[src/framer_defines.vh]
// Purpose: Shared constants of the T3/E3 framer control block
// Assumes: Included by its bare name from every design file
// Notes:   Offsets are byte addresses on the plain register port
`ifndef FRAMER_DEFINES_VH
`define FRAMER_DEFINES_VH

// --------------------
// Register map
// --------------------
`define ADDR_W                 8
`define DATA_W                 16
`define OFS_FRAMER_CONTROL     8'h10
`define OFS_FRAMER_INFO        8'h14
`define RST_FRAMER_CONTROL     16'h0000
`define CTRL_WR_MASK           16'h7fff

// --------------------
// Field positions of framer_control
// --------------------
`define B_SEND_ALARM_IND       0
`define B_SEND_REMOTE_ALARM    1
`define B_PASS_THROUGH         2
`define B_SN_SOURCE_LO         3
`define B_SN_SOURCE_HI         4
`define B_SEND_IDLE            5
`define B_LINE_LOOPBACK        6
`define B_DIAG_LOOPBACK        7
`define B_CV_SELECT            8
`define B_FRAME_SEL_LO         9
`define B_FRAME_SEL_HI         10
`define B_COUNT_IN_LOF         11
`define B_AUTO_BE_DEFEAT       12
`define B_FORCED_BE_VALUE      13
`define B_PAYLOAD_LOOPBACK     14

// --------------------
// Field positions of framer_info_register
// --------------------
`define B_INFO_RX_SN           0
`define B_INFO_E3_MODE         1
`define B_INFO_CBIT_MODE       2

// --------------------
// Encodings
// --------------------
`define SN_FORCE_ONE           2'b00
`define SN_FROM_HDLC           2'b01
`define SN_FROM_FEAC           2'b10
`define SN_FORCE_ZERO          2'b11
`define FSEL_LOF               2'b00
`define FSEL_F_AND_M           2'b01
`define FSEL_F_ONLY            2'b10
`define FSEL_M_ONLY            2'b11
`define SLOT_W                 4
`define SLOT_INFO              4'h0
`define SLOT_F                 4'h1
`define SLOT_M                 4'h2
`define SLOT_P                 4'h3
`define SLOT_X                 4'h4
`define SLOT_C                 4'h5
`define SLOT_E3_FAS            4'h6
`define SLOT_E3_RAI            4'h7
`define SLOT_E3_SN             4'h8
`define SLOT_E3_PAYLOAD        4'h9
`define SUBFRAME_IDLE_C        3'd3
`define SUBFRAME_BE_C          3'd4
`define SYNC_STAGES            2

`endif

[src/framer_control.v]
// Purpose: Control register, overhead insertion, loopbacks and counter gating
// Assumes: Formatter slot strobes and error events arrive on clk_i
// Notes:   Line receive pins are synchronised; their clock is sampled, not used
`timescale 1ns/1ps
`include "framer_defines.vh"

module framer_control (
  input  wire                 clk_i,
  input  wire                 reset_i,
  // Register port
  input  wire [`ADDR_W-1:0]   reg_addr_i,
  input  wire [`DATA_W-1:0]   reg_wdata_i,
  input  wire                 reg_write_i,
  input  wire                 reg_read_i,
  output reg  [`DATA_W-1:0]   reg_rdata_o,
  // Mode straps from device configuration
  input  wire                 e3_mode_i,
  input  wire                 cbit_parity_mode_i,
  input  wire                 framer_resync_i,
  output reg                  framer_resync_o,
  // Formatter slot stream
  input  wire                 slot_valid_i,
  input  wire [`SLOT_W-1:0]   slot_kind_i,
  input  wire [2:0]           slot_subframe_i,
  input  wire                 slot_data_i,
  input  wire                 rx_framed_data_i,
  input  wire                 hdlc_tx_sn_i,
  input  wire                 feac_tx_sn_i,
  input  wire                 block_error_seen_i,
  output reg                  tx_bit_o,
  output reg                  tx_bit_valid_o,
  // Received national bit
  input  wire                 rx_sn_valid_i,
  input  wire                 rx_sn_i,
  output reg                  hdlc_rx_sn_o,
  output reg                  feac_rx_sn_o,
  output reg                  rx_sn_valid_o,
  // Encoded formatter output and line pins
  input  wire                 fmt_tx_clock_i,
  input  wire                 fmt_tx_positive_i,
  input  wire                 fmt_tx_negative_i,
  input  wire                 line_rx_clock_i,
  input  wire                 line_rx_positive_i,
  input  wire                 line_rx_negative_i,
  output reg                  line_tx_clock_o,
  output reg                  line_tx_positive_o,
  output reg                  line_tx_negative_o,
  output reg                  framer_rx_clock_o,
  output reg                  framer_rx_positive_o,
  output reg                  framer_rx_negative_o,
  // Error events from the receive framer and decoder
  input  wire                 lof_i,
  input  wire                 lof_start_i,
  input  wire                 f_error_i,
  input  wire                 m_error_i,
  input  wire                 fas_bit_error_i,
  input  wire                 fas_word_error_i,
  input  wire                 bpv_i,
  input  wire                 cv_i,
  input  wire                 parity_error_i,
  input  wire                 cparity_error_i,
  input  wire                 block_error_i,
  output reg                  violation_inc_o,
  output reg                  frame_error_inc_o,
  output reg                  parity_inc_o,
  output reg                  cparity_inc_o,
  output reg                  block_error_inc_o
);

  // --------------------
  // Control register fields
  // --------------------
  reg  [`DATA_W-1:0] framer_control_q;
  reg                rx_sn_q;
  reg                alt_q;
  reg  [1:0]         idle_q;
  reg  [1:0]         sn_pick;
  reg                tx_bit_d;
  reg                frame_hit;
  wire [2:0]         line_sync_w;

  wire send_alarm     = framer_control_q[`B_SEND_ALARM_IND];
  wire send_remote    = framer_control_q[`B_SEND_REMOTE_ALARM];
  wire pass_through   = framer_control_q[`B_PASS_THROUGH];
  wire send_idle      = framer_control_q[`B_SEND_IDLE];
  wire line_loop      = framer_control_q[`B_LINE_LOOPBACK];
  wire diag_loop      = framer_control_q[`B_DIAG_LOOPBACK];
  wire cv_select      = framer_control_q[`B_CV_SELECT];
  wire count_in_lof   = framer_control_q[`B_COUNT_IN_LOF];
  wire auto_defeat    = framer_control_q[`B_AUTO_BE_DEFEAT];
  wire forced_value   = framer_control_q[`B_FORCED_BE_VALUE];
  wire payload_loop   = framer_control_q[`B_PAYLOAD_LOOPBACK];
  wire [1:0] sn_src   = {framer_control_q[`B_SN_SOURCE_HI],
                         framer_control_q[`B_SN_SOURCE_LO]};
  wire [1:0] fsel     = {framer_control_q[`B_FRAME_SEL_HI],
                         framer_control_q[`B_FRAME_SEL_LO]};

  // Address match shared by the write and read paths
  function is_addr;
    input [`ADDR_W-1:0] a;
    input [`ADDR_W-1:0] ofs;
    begin
      is_addr = (a == ofs);
    end
  endfunction

  // --------------------
  // Register write and read; unmapped reads return zero
  // --------------------
  always @(posedge clk_i) begin
    if (reset_i) begin
      framer_control_q <= `RST_FRAMER_CONTROL;
    end else if (reg_write_i && is_addr(reg_addr_i, `OFS_FRAMER_CONTROL)) begin
      framer_control_q <= reg_wdata_i & `CTRL_WR_MASK; // Bit 15 reads zero
    end
  end

  // Read data stand only in the cycle after the strobe
  always @(posedge clk_i) begin
    if (reset_i) begin
      reg_rdata_o <= {`DATA_W{1'b0}};
    end else if (reg_read_i && is_addr(reg_addr_i, `OFS_FRAMER_CONTROL)) begin
      reg_rdata_o <= framer_control_q;
    end else if (reg_read_i && is_addr(reg_addr_i, `OFS_FRAMER_INFO)) begin
      reg_rdata_o <= {{(`DATA_W-3){1'b0}}, cbit_parity_mode_i, e3_mode_i, rx_sn_q};
    end else begin
      reg_rdata_o <= {`DATA_W{1'b0}};
    end
  end

  // --------------------
  // Resync request and received national bit
  // --------------------
  // Resync lives in the master register; forwarded here and also restarts the fill
  always @(posedge clk_i) begin
    if (reset_i) begin
      framer_resync_o <= 1'b0;
    end else begin
      framer_resync_o <= framer_resync_i;
    end
  end

  // Sn is delivered regardless of the transmit source field
  always @(posedge clk_i) begin
    if (reset_i) begin
      rx_sn_q       <= 1'b0;
      hdlc_rx_sn_o  <= 1'b0;
      feac_rx_sn_o  <= 1'b0;
      rx_sn_valid_o <= 1'b0;
    end else begin
      rx_sn_valid_o <= rx_sn_valid_i & e3_mode_i;
      if (rx_sn_valid_i && e3_mode_i) begin
        rx_sn_q      <= rx_sn_i;
        hdlc_rx_sn_o <= rx_sn_i;
        feac_rx_sn_o <= rx_sn_i;
      end
    end
  end

  // --------------------
  // Fill pattern generators, stepped on information bits only
  // --------------------
  // Resync restarts the fill so alarms start on a clean phase
  always @(posedge clk_i) begin
    if (reset_i || framer_resync_i) begin
      alt_q  <= 1'b1;
      idle_q <= 2'd0;
    end else if (slot_valid_i && slot_kind_i == `SLOT_INFO) begin
      alt_q  <= ~alt_q;
      idle_q <= idle_q + 2'd1;
    end
  end

  // National bit source select
  always @* begin
    case (sn_src)
      `SN_FORCE_ONE:  sn_pick = 2'b01;
      `SN_FROM_HDLC:  sn_pick = {1'b0, hdlc_tx_sn_i};
      `SN_FROM_FEAC:  sn_pick = {1'b0, feac_tx_sn_i};
      default:        sn_pick = 2'b00;
    endcase
  end

  // --------------------
  // Overhead and payload bit selection
  // --------------------
  // In T3, alarm beats idle, and both keep framing even when pass-through is set; the E3 alarm sends all ones;
  // pass-through only affects normal traffic.
  always @* begin
    tx_bit_d = payload_loop ? rx_framed_data_i : slot_data_i;
    if (e3_mode_i) begin
      if (send_alarm) begin
        tx_bit_d = 1'b1;
      end else if (!pass_through) begin
        case (slot_kind_i)
          `SLOT_E3_RAI: tx_bit_d = send_remote;
          `SLOT_E3_SN:  tx_bit_d = sn_pick[0];
          default:      tx_bit_d = tx_bit_d;
        endcase
      end
    end else if (send_alarm) begin
      case (slot_kind_i)
        `SLOT_INFO: tx_bit_d = alt_q;
        `SLOT_X:    tx_bit_d = 1'b1;
        `SLOT_C:    tx_bit_d = 1'b0;
        default:    tx_bit_d = slot_data_i;
      endcase
    end else if (send_idle) begin
      case (slot_kind_i)
        `SLOT_INFO: tx_bit_d = ~idle_q[1];
        `SLOT_X:    tx_bit_d = 1'b1;
        `SLOT_C:    tx_bit_d = (slot_subframe_i == `SUBFRAME_IDLE_C) ? 1'b0 : slot_data_i;
        default:    tx_bit_d = slot_data_i;
      endcase
    end else if (!pass_through) begin
      case (slot_kind_i)
        `SLOT_X: tx_bit_d = ~send_remote;
        `SLOT_C: begin
          if (cbit_parity_mode_i && slot_subframe_i == `SUBFRAME_BE_C) begin
            if (auto_defeat) begin
              tx_bit_d = ~forced_value;
            end else begin
              tx_bit_d = ~block_error_seen_i;
            end
          end
        end
        default: tx_bit_d = tx_bit_d;
      endcase
    end
  end

  // Registered slot output
  always @(posedge clk_i) begin
    if (reset_i) begin
      tx_bit_o       <= 1'b0;
      tx_bit_valid_o <= 1'b0;
    end else begin
      tx_bit_valid_o <= slot_valid_i;
      if (slot_valid_i) begin
        tx_bit_o <= tx_bit_d;
      end
    end
  end

  // --------------------
  // Loopback steering of the bipolar pins
  // --------------------
  line_sync #(
    .W (3)
  ) u_line_sync (
    .clk_i   (clk_i),
    .reset_i (reset_i),
    .async_i ({line_rx_clock_i, line_rx_positive_i, line_rx_negative_i}),
    .sync_o  (line_sync_w)
  );

  // Line loopback costs three cycles of skew versus the raw pins; the
  // sampled clock is rebuilt at clk_i resolution only.
  always @(posedge clk_i) begin
    if (reset_i) begin
      line_tx_clock_o      <= 1'b0;
      line_tx_positive_o   <= 1'b0;
      line_tx_negative_o   <= 1'b0;
      framer_rx_clock_o    <= 1'b0;
      framer_rx_positive_o <= 1'b0;
      framer_rx_negative_o <= 1'b0;
    end else begin
      if (line_loop) begin
        line_tx_clock_o    <= line_sync_w[2];
        line_tx_positive_o <= line_sync_w[1];
        line_tx_negative_o <= line_sync_w[0];
      end else begin
        line_tx_clock_o    <= fmt_tx_clock_i;
        line_tx_positive_o <= fmt_tx_positive_i;
        line_tx_negative_o <= fmt_tx_negative_i;
      end
      if (diag_loop) begin
        framer_rx_clock_o    <= fmt_tx_clock_i;
        framer_rx_positive_o <= fmt_tx_positive_i;
        framer_rx_negative_o <= fmt_tx_negative_i;
      end else begin
        framer_rx_clock_o    <= line_sync_w[2];
        framer_rx_positive_o <= line_sync_w[1];
        framer_rx_negative_o <= line_sync_w[0];
      end
    end
  end

  // --------------------
  // Counter source selection and loss-of-frame gating
  // --------------------
  // The illegal E3 select counts nothing
  always @* begin
    case (fsel)
      `FSEL_LOF:     frame_hit = lof_start_i;
      `FSEL_F_AND_M: frame_hit = e3_mode_i ? fas_bit_error_i : (f_error_i | m_error_i);
      `FSEL_F_ONLY:  frame_hit = e3_mode_i ? fas_word_error_i : f_error_i;
      default:       frame_hit = e3_mode_i ? 1'b0 : m_error_i;
    endcase
  end

  wire count_ok = count_in_lof | ~lof_i;

  always @(posedge clk_i) begin
    if (reset_i) begin
      violation_inc_o   <= 1'b0;
      frame_error_inc_o <= 1'b0;
      parity_inc_o      <= 1'b0;
      cparity_inc_o     <= 1'b0;
      block_error_inc_o <= 1'b0;
    end else begin
      violation_inc_o   <= (e3_mode_i && cv_select) ? cv_i : bpv_i;
      frame_error_inc_o <= frame_hit & ((fsel == `FSEL_LOF) | count_ok);
      parity_inc_o      <= parity_error_i & ~e3_mode_i & count_ok;
      cparity_inc_o     <= cparity_error_i & ~e3_mode_i & count_ok;
      block_error_inc_o <= block_error_i & count_ok;
    end
  end

endmodule

[src/line_sync.v]
// Purpose: Two-stage synchroniser for the receive line pins
// Assumes: Inputs are asynchronous to clk_i
// Notes:   First stage feeds the second stage only
`timescale 1ns/1ps
`include "framer_defines.vh"

module line_sync #(
  parameter W = 3
) (
  input  wire         clk_i,
  input  wire         reset_i,
  input  wire [W-1:0] async_i,
  output wire [W-1:0] sync_o
);

  reg [W-1:0] meta_q;
  reg [W-1:0] sync_q;

  // --------------------
  // Per-bit flop pair; stage one is never read by logic
  // --------------------
  genvar g;
  generate
    for (g = 0; g < W; g = g + 1) begin : g_bit
      always @(posedge clk_i) begin
        if (reset_i) begin
          meta_q[g] <= 1'b0;
          sync_q[g] <= 1'b0;
        end else begin
          meta_q[g] <= async_i[g];
          sync_q[g] <= meta_q[g];
        end
      end
    end
  endgenerate

  assign sync_o = sync_q;

endmodule

[config.mk]
export PLATFORM = sky130hd
export DESIGN_NAME = framer_control
export DESIGN_NICKNAME = d
export VERILOG_FILES = /design/src/framer_control.v /design/src/line_sync.v
export VERILOG_INCLUDE_DIRS = /design/src
export SDC_FILE = /design/constraint.sdc
export NUM_CORES = 1
export LEC_CHECK = 0
export ABC_AREA = 1
export BUFFER_PORTS_ARGS = -buffer_cell sky130_fd_sc_hd__buf_2
export CORE_ASPECT_RATIO = 1.75
export CORE_UTILIZATION = 50
export CTS_CLUSTER_DIAMETER = 150
export CTS_CLUSTER_SIZE = 30
export DETAILED_ROUTE_END_ITERATION = 6
export PLACE_DENSITY_LB_ADDON = 0.12
export SETUP_SLACK_MARGIN = 0.1
export SYNTH_ARGS = -nofsm -noshare
export SYNTH_HDL_FRONTEND = slang
export SYNTH_SLANG_ARGS = --single-unit
[constraint.sdc]
create_clock -name clk_i -period 3.45 [get_ports clk_i]
set_input_delay 0.8625 -clock clk_i [delete_from_list [all_inputs] [get_ports clk_i]]
set_output_delay 0.8625 -clock clk_i [all_outputs]
set_load 0.01 [all_outputs]
==> impl_results.md, run 1 <==
* Clock transition at path regs at 100 ps
* CP Capture Type: flip-flop
* Normalized max-slew margin at 0.6584
* Wirelength, routed at 5168 um
* Port Buffers at 93
* Initial core utilization at 0.5227
* Vias in the first global route at 2101
* Net Sw Power at between 0.0002 and 0.0003 W
* CTS Buf Count at 5
* Crit-path slowest cell: nor3b_4
* Fin crit share at 0.5692
* Initial antenna violation count at 0
* Reg2reg path depth at 10
* Fin Hold WS at a little over 400 ps
* Share of cells above drive strength 1 at 0.3526
* Worst Skew at approximately 10 ps
* Filler instances at 430
* DR pass1 iterations at 4
* Internal power at 0.0008400 W
* Post-route cell area at 2860 sq um
* RSZ-0062 raised after global routing: no
* Post-route antenna net violation count at 0
* Die boundary width at ~53 um
* Multiplexer share of the synthesized area at 0
* Crit start category: input port
* Post-CTS Hold Buffers at 0
* Power Density at 392.6 nW/um^2
* DP Area at between 2000 and 3000 sq um
* FP Rows at 32
* Total GRT Usage at 0.2367
* Synth warn at 0
* Post-CTS Resized at 0
* Die Y at 91.77 um
* Combinational family with the most area after synthesis: simple AND/OR/NAND/NOR gates
* Largest driver fanout on the critical path at 17
* Synthesized net count at 367
* Status: complete, no violations
* Wire per inst at about 12 um
* Max stage delay on crit path at 470 ps
* Total number of vias at between 2000 and 2500
* Clock power share at 0.326
* Post-synthesis compound-gate area fraction at 0.1130
* Final Wtd Congestion at 0.8045
* FF+latch count, synth at 55
* First-pass GRT wire length at about 8600 um
* Slew Limit Fails at 0
* DRT iter0 DRCs at 49
* Final setup TNS at 0 ps
* Die ar. at about 5000 sq um
* Area of the core at 4404 sq um
* XOR/XNOR Fraction of Synth Area at 0
* CTS tree: built
* Fmax at between 500 and 600 MHz
* Final Hold Fails at 0
* Post-synthesis adder-cell area fraction at 0
* Vias per inst at 4.882
* Fin nets at 459
* Worst Hold Class: reg -> reg
* Area delta synth->final at 24.24%
* Worst path arrival time at about 2200 ps
* Crit-path cells: buf_2 -> nor2_1 -> nand2_1 -> nor3b_4 -> buf_4 -> or2_2 -> a21oi_1
* Post-CTS Setup Bufs at 0
* Logic gate share of total power at 0.094
* DRC viols at 0
* Pin count of the biggest net entering global routing at 32
* Cells on Worst Hold Path at 2
* Total clock sinks at 55
* Worst setup path category: in -> reg
* Distinct cells, synth at 28
* Total congestion overflow at 0
* Tmin final at 1964 ps
* Synthesized area at 2302 sq um
* # H-tree levels at 2
* Sw Ratio at 0.2518
* Leak at 1.360 nW
* Syn Area/Cell at 7.573 sq um
* Cells after synthesis at 304
* Most frequent cells in the layout: buf_2, nand2_1, dfxtp_1
* Most common cell after layout, fill and taps aside: buf_2
* Worst-Margin Slew at 511.2 ps
* Max-cap violations at 0
* Seq pwr share at 0.579
* I/O pin cnt at 96
* Worst endpoint required time at around 3600 ps
* Simple-Gate Fraction of Synth Area at 0.3049
* Setup Viol. Count Final at 0
* Clock Path Buffers at 2
* Root Driver: clkbuf_8
* Peak VDD IR at 0.3263 mV
* Seq/Total Area, Yosys at 0.4783
* Antenna cells at 0
* Worst skew pair latency at 310 ps
* Post-DP HPWL at between 3000 and 4000 um
## final timing paths
check | end | start | slack [ps]
worst max-delay path | framer_control_q[1]$_SDFFE_PP0P_ | reg_addr_i[7] | 1490
worst min register to register | u_line_sync.sync_o[1]$_SDFF_PP0_ | u_line_sync.meta_q[1]$_SDFF_PP0_ | 410
worst max register to register | tx_bit_o$_SDFFE_PP0P_ | framer_control_q[3]$_SDFFE_PP0P_ | 2200
worst min-delay path | u_line_sync.sync_o[1]$_SDFF_PP0_ | u_line_sync.meta_q[1]$_SDFF_PP0_ | 410
## state kept, by name, summed over array words and instances, names as in the netlist, 2 cells and up
signal,flops
framer_control_q,15
u_line_sync.meta_q,3
reg_rdata_o,15
idle_q,2
u_line_sync.sync_o,3
## stage by stage
step,setup slack (ps),cells,util,power (W)
after CTS,1467,448,0.6494,0.001128
after detailed placement,1137,440,0.6287,0.0007727
final,1486,448,0.6494,0.001123
after floorplan,1702,304,-,0.0007172
after global placement,1172,440,0.6287,0.0007700
after global routing,1344,448,0.6494,0.001167
## critical path, delay by kind of cell
kind | cells | cell delay, ps
AO/OA/AOI/OAI | 1 | 50
AND/OR/NAND/NOR | 4 | 830
buffers and inverters | 2 | 390
## synthesized netlist by cell type
cell type / count / area share
inv_2: 2 / 0.0033
or2_2: 17 / 0.046
nand3_1: 20 / 0.043
nor4b_2: 1 / 0.0065
dfxtp_1: 55 / 0.48
a21oi_1: 12 / 0.026
buf_4: 3 / 0.0098
inv_1: 40 / 0.065
conb_1: 1 / 0.0016
nor2_4: 1 / 0.0049
nand2_1: 59 / 0.096
a21o_1: 1 / 0.0033
buf_6: 2 / 0.0098
nor2_2: 2 / 0.0054
a21oi_2: 11 / 0.042
and3_1: 1 / 0.0027
o21ai_2: 1 / 0.0038
nand3_2: 1 / 0.0043
nor4_1: 1 / 0.0027
buf_1: 1 / 0.0016
nand4_1: 1 / 0.0027
nor3b_4: 1 / 0.0082
buf_2: 3 / 0.0065
o2111ai_1: 1 / 0.0038
o21ai_0: 14 / 0.030
nor2_1: 50 / 0.082
clkbuf_8: 1 / 0.0060
o221ai_1: 1 / 0.0038
## final cells by class
| type | instances | area (sq um) | share of cell area |
|---|---|---|---|
| inverters | 42 | 157.7 | 0.05512 |
| clock inverters | 3 | 22.52 | 0.007874 |
| repair buffers | 95 | 480.5 | 0.1680 |
| flip-flops and latches | 55 | 1101 | 0.3850 |
| well taps | 51 | 63.81 | 0.02231 |
| clock buffers | 5 | 68.82 | 0.02406 |
| multi-input cells | 197 | 965.9 | 0.3377 |
## layer usage
metal | part of all wire | vias to the layer above | global-route usage
met2 | 0.54 | 75 | 0.4396
met1 | 0.38 | 977 | 0.2339
met3 | 0.056 | 13 | 0.04643
li1 | - | 1122 | -
met5 | 0 | - | 0
met4 | 0.028 | 0 | 0.1075
## power by group through the flow
stage	Sequential, W	Combinational (W)	Clock [W]
after CTS	0.000651	0.000108	0.000370
after floorplan	0.000669	0.0000477	0
after detailed placement	0.000665	0.000107	0
after global placement	0.000665	0.000105	0
final	0.000651	0.000106	0.000366
after global routing	0.000653	0.000121	0.000393
## cells by family (layout without fill, tap and decap cells)
logic type	count (synthesis)	count (layout)
and+or+nand+nor	155	155
DFF	55	55
buffers and inverters	52	145
AOI/OAI and AO/OA	41	41
other	1	1
Note: power is estimated with default switching activity, not from simulation.
==> run 2: changes to the inputs <==
Settings changed: ABC_AREA 1 to 0, CORE_UTILIZATION 50 to 42.
Clock period 3.45 ns to 1.6 ns, I/O delays scaled along.
==> run 2 against run 1 <==
Sequential power grew 120%; cell area shrank 2.7%; power grew 110%; via count shrank 18%; highest routed layer unchanged.
==> impl_results.md, run 2 <==
* Post-CTS Setup Bufs at 0 (unchanged)
* Die Y at 96.92 um (+5.6%)
* Reg2reg path depth at 5 (-5)
* Fin cells at 362 (-19%)
* Share of cells above drive strength 1 at 0.3831 (+0.03047)
* Port Buffers at 93 (unchanged)
* Distinct cells, synth at 42 (+50%)
* Die boundary width at 56.24 um (+5.5%)
* Cells on Worst Hold Path at 2 (unchanged)
* M3 GR Usage at 0.03610 (-0.01034)
* Synth warn at 0 (unchanged)
* Root Driver: clkbuf_8
* Max-cap violations at 0 (unchanged)
* Synthesized net count at 272 (-26%)
* Worst endpoint required time at 1830 ps (-1800 ps)
* Total clock sinks at 55 (unchanged)
* Most frequent cells in the layout: buf_2, dfxtp_1, nor2_1
* Worst Hold Class: in -> reg
* Register area at 1101 sq um (unchanged)
* Leak at 1.384 nW (+1.8%)
* Post-route antenna net violation count at 0 (unchanged)
* Crit-path slowest cell: dfxtp_1
* Top cells by count, synth: dfxtp_1, nor2_1, mux2i_1
* # H-tree levels at 2 (unchanged)
* Global Route met2 Usage at 0.3233 (-0.1163)
* DRT iter0 DRCs at 26 (-47%)
* Biggest regs: framer_control_q: 15 flops, reg_rdata_o: 15 flops
* Inst Count DP at 354 (-20%)
* Post-synth EDFFs at 0 (unchanged)
* DRC viols at 0 (unchanged)
* CTS tree: built
* Power Density at 851.8 nW/um^2 (+120%)
* Busiest layer in global routing: met2
* Synth area leaders: dfxtp_1, mux2i_1, nor2_1, and2_1, nor2b_1
* Area of the core at 4977 sq um (+13%)
* Antenna cells at 0 (unchanged)
* DR pass1 iterations at 4 (unchanged)
* CP Capture Type: flip-flop
* Synthesized area at 2162 sq um (-6.1%)
* Most instantiated library cell after synthesis: dfxtp_1
* Crit-path cells: mux2_2 -> a21o_1 -> o211ai_2 -> a21oi_1 -> a211oi_2
* Tmin final at 1399 ps
* Most common cell after layout, fill and taps aside: buf_2
* Worst-Margin Slew at 488.6 ps (-22.58 ps)
* Crit start category: flip-flop
* Fin nets at 370 (-19%)
* Fin Hold WS at 293.9 ps (-115.3 ps)
* Clock transition at path regs at 100 ps (about the same)
* Post-CTS Resized at 0 (unchanged)
* Post-CTS Hold Buffers at 0 (unchanged)
* Met1 Usage GRT at 0.1831 (-0.05084)
* Post-DP HPWL at 3496 um (-12%)
* Area delta synth->final at 28.76%
* CTS Buf Count at 5 (unchanged)
* Peak VDD IR at 0.7561 mV (+130%)
* Utilization after layout at 0.5593 (-0.09011)
* Total congestion overflow at 0 (unchanged)
* Cells after synthesis at 209 (-31%)
* Setup Viol. Count Final at 0 (unchanged)
* Initial antenna violation count at 0 (unchanged)
* Worst skew pair latency at 300 ps (about the same)
* Normalized max-slew margin at 0.6697 (+0.01129)
* Total GRT Usage at 0.1720 (-0.06467)
* Synth top area share at 0.5093 (+0.03100)
* Slew Limit Fails at 0 (unchanged)
* Vias in the first global route at 1704 (-19%)
* Largest driver fanout on the critical path at 3 (-14)
* Ys async rst share at 0 (unchanged)
* Primary FF master, synth: dfxtp_1
* RSZ-0062 raised after global routing: no
* Wire per inst at 12.59 um (+9.2%)
* FP Rows at 34 (+6.3%)
* First-pass GRT wire length at 7376 um (-14%)
* Fmax at 714.8 MHz
* Final Hold Fails at 0 (unchanged)
* Total number of vias at 1799 (-18%)
* Worst setup path category: reg -> reg
* FF+latch count, synth at 55 (unchanged)
* I/O pin cnt at 96 (unchanged)
* Max stage delay on crit path at 360 ps (-110 ps)
* Multi-input combinational cell area at 977.2 sq um (+1.2%)
* Clock Path Buffers at 2 (unchanged)
* Synth area leader: dfxtp_1
* Status: complete, no violations
* Worst Skew at 6.586 ps (-3.398 ps)
* Final Wtd Congestion at 0.8616 (+7.1%)
* Initial core utilization at 0.4344 (-0.08834)
* Worst path arrival time at 1630 ps (-520 ps)
* Wirelength, routed at 4559 um (-12%)
* Vias per inst at 4.970 (+1.8%)
* Die ar. at 5450 sq um (+11%)
* Fin crit share at 0.8743
* Seq/Total Area, Yosys at 0.5093 (+0.03100)
* Filler instances at 455 (+5.8%)
* Syn Area/Cell at 10.34 sq um (+37%)
* Pin count of the biggest net entering global routing at 17 (-47%)
## run 2: cell types whose count changed after synthesis, sizes merged, moves of 11 or more
| cell | delta |
|---|---|
| nand3 | -17 |
| mux2i | +22 |
| o21ai | -11 |
| or2 | -17 |
| nor2 | -26 |
| inv | -38 |
| and2 | +14 |
| nor2b | +12 |
| nand2 | -50 |
| a21oi | -15 |
## run 2: layout make-up
cell class | instances | area share
multi-input combinational | 140 | 0.3510
clock buffer | 6 | 0.02607
inverter | 4 | 0.005393
clock inverter | 2 | 0.004494
sequential | 55 | 0.3955
timing repair buffer | 101 | 0.1933
tap | 54 | 0.02427
## run 2: power breakdown
group          total [W]  leakage, nW  switching, W  internal (W)
combinational   0.000233        0.896      0.000115      0.000118
clock           0.000737       0.0412      0.000430      0.000307
sequential       0.00140        0.447    0.00000782       0.00139
total            0.00237         1.38      0.000553       0.00182
## run 2: routing by layer
| metal | up-vias | share of wire |
|---|---|---|
| li1 | 913 | - |
| met1 | 794 | 0.40 |
| met3 | 11 | 0.056 |
| met2 | 81 | 0.52 |
| met4 | 0 | 0.022 |
| met5 | - | 0 |
## run 2: final timing paths
check                                                  startpoint  slack, ps                          endpoint
worst min-delay path                              framer_resync_i        290            idle_q[0]$_SDFFE_PP0P_
worst max register to register  framer_control_q[12]$_SDFFE_PP0P_        200             tx_bit_o$_SDFFE_PP0P_
worst max-delay path            framer_control_q[12]$_SDFFE_PP0P_        200             tx_bit_o$_SDFFE_PP0P_
worst min register to register   u_line_sync.meta_q[1]$_SDFF_PP0_        440  u_line_sync.sync_o[1]$_SDFF_PP0_
## run 2: stage by stage
stage                     power (W)  instance area (sq um)  setup WS, ps  TNS (ps)
after floorplan            0.001537                   2162         226.1         0
after global placement     0.001665                   2699        -5.520    -5.520
after detailed placement   0.001667                   2699         12.42         0
after CTS                  0.002399                   2784         173.1         0
after global routing       0.002477                   2784         123.1         0
final                      0.002371                   2784         201.1         0
## run 2: critical path, delay by kind of cell (launching register included)
family | cells | cell delay, ps
mux | 1 | 340
flops | 1 | 360
compound gates | 4 | 630
## run 2: cells by family (layout without fill, tap and decap cells)
logic type | count (synthesis) | in the layout | share of synthesized area
multiplexers | 24 | 24 | 0.1123
other | 1 | 1 | 0.001734
AO/OA/AOI/OAI | 27 | 27 | 0.08565
flip-flops | 55 | 55 | 0.5093
buffers and inverters | 14 | 113 | 0.03876
AND/OR/NAND/NOR | 85 | 85 | 0.2402
XOR/XNOR | 3 | 3 | 0.01215
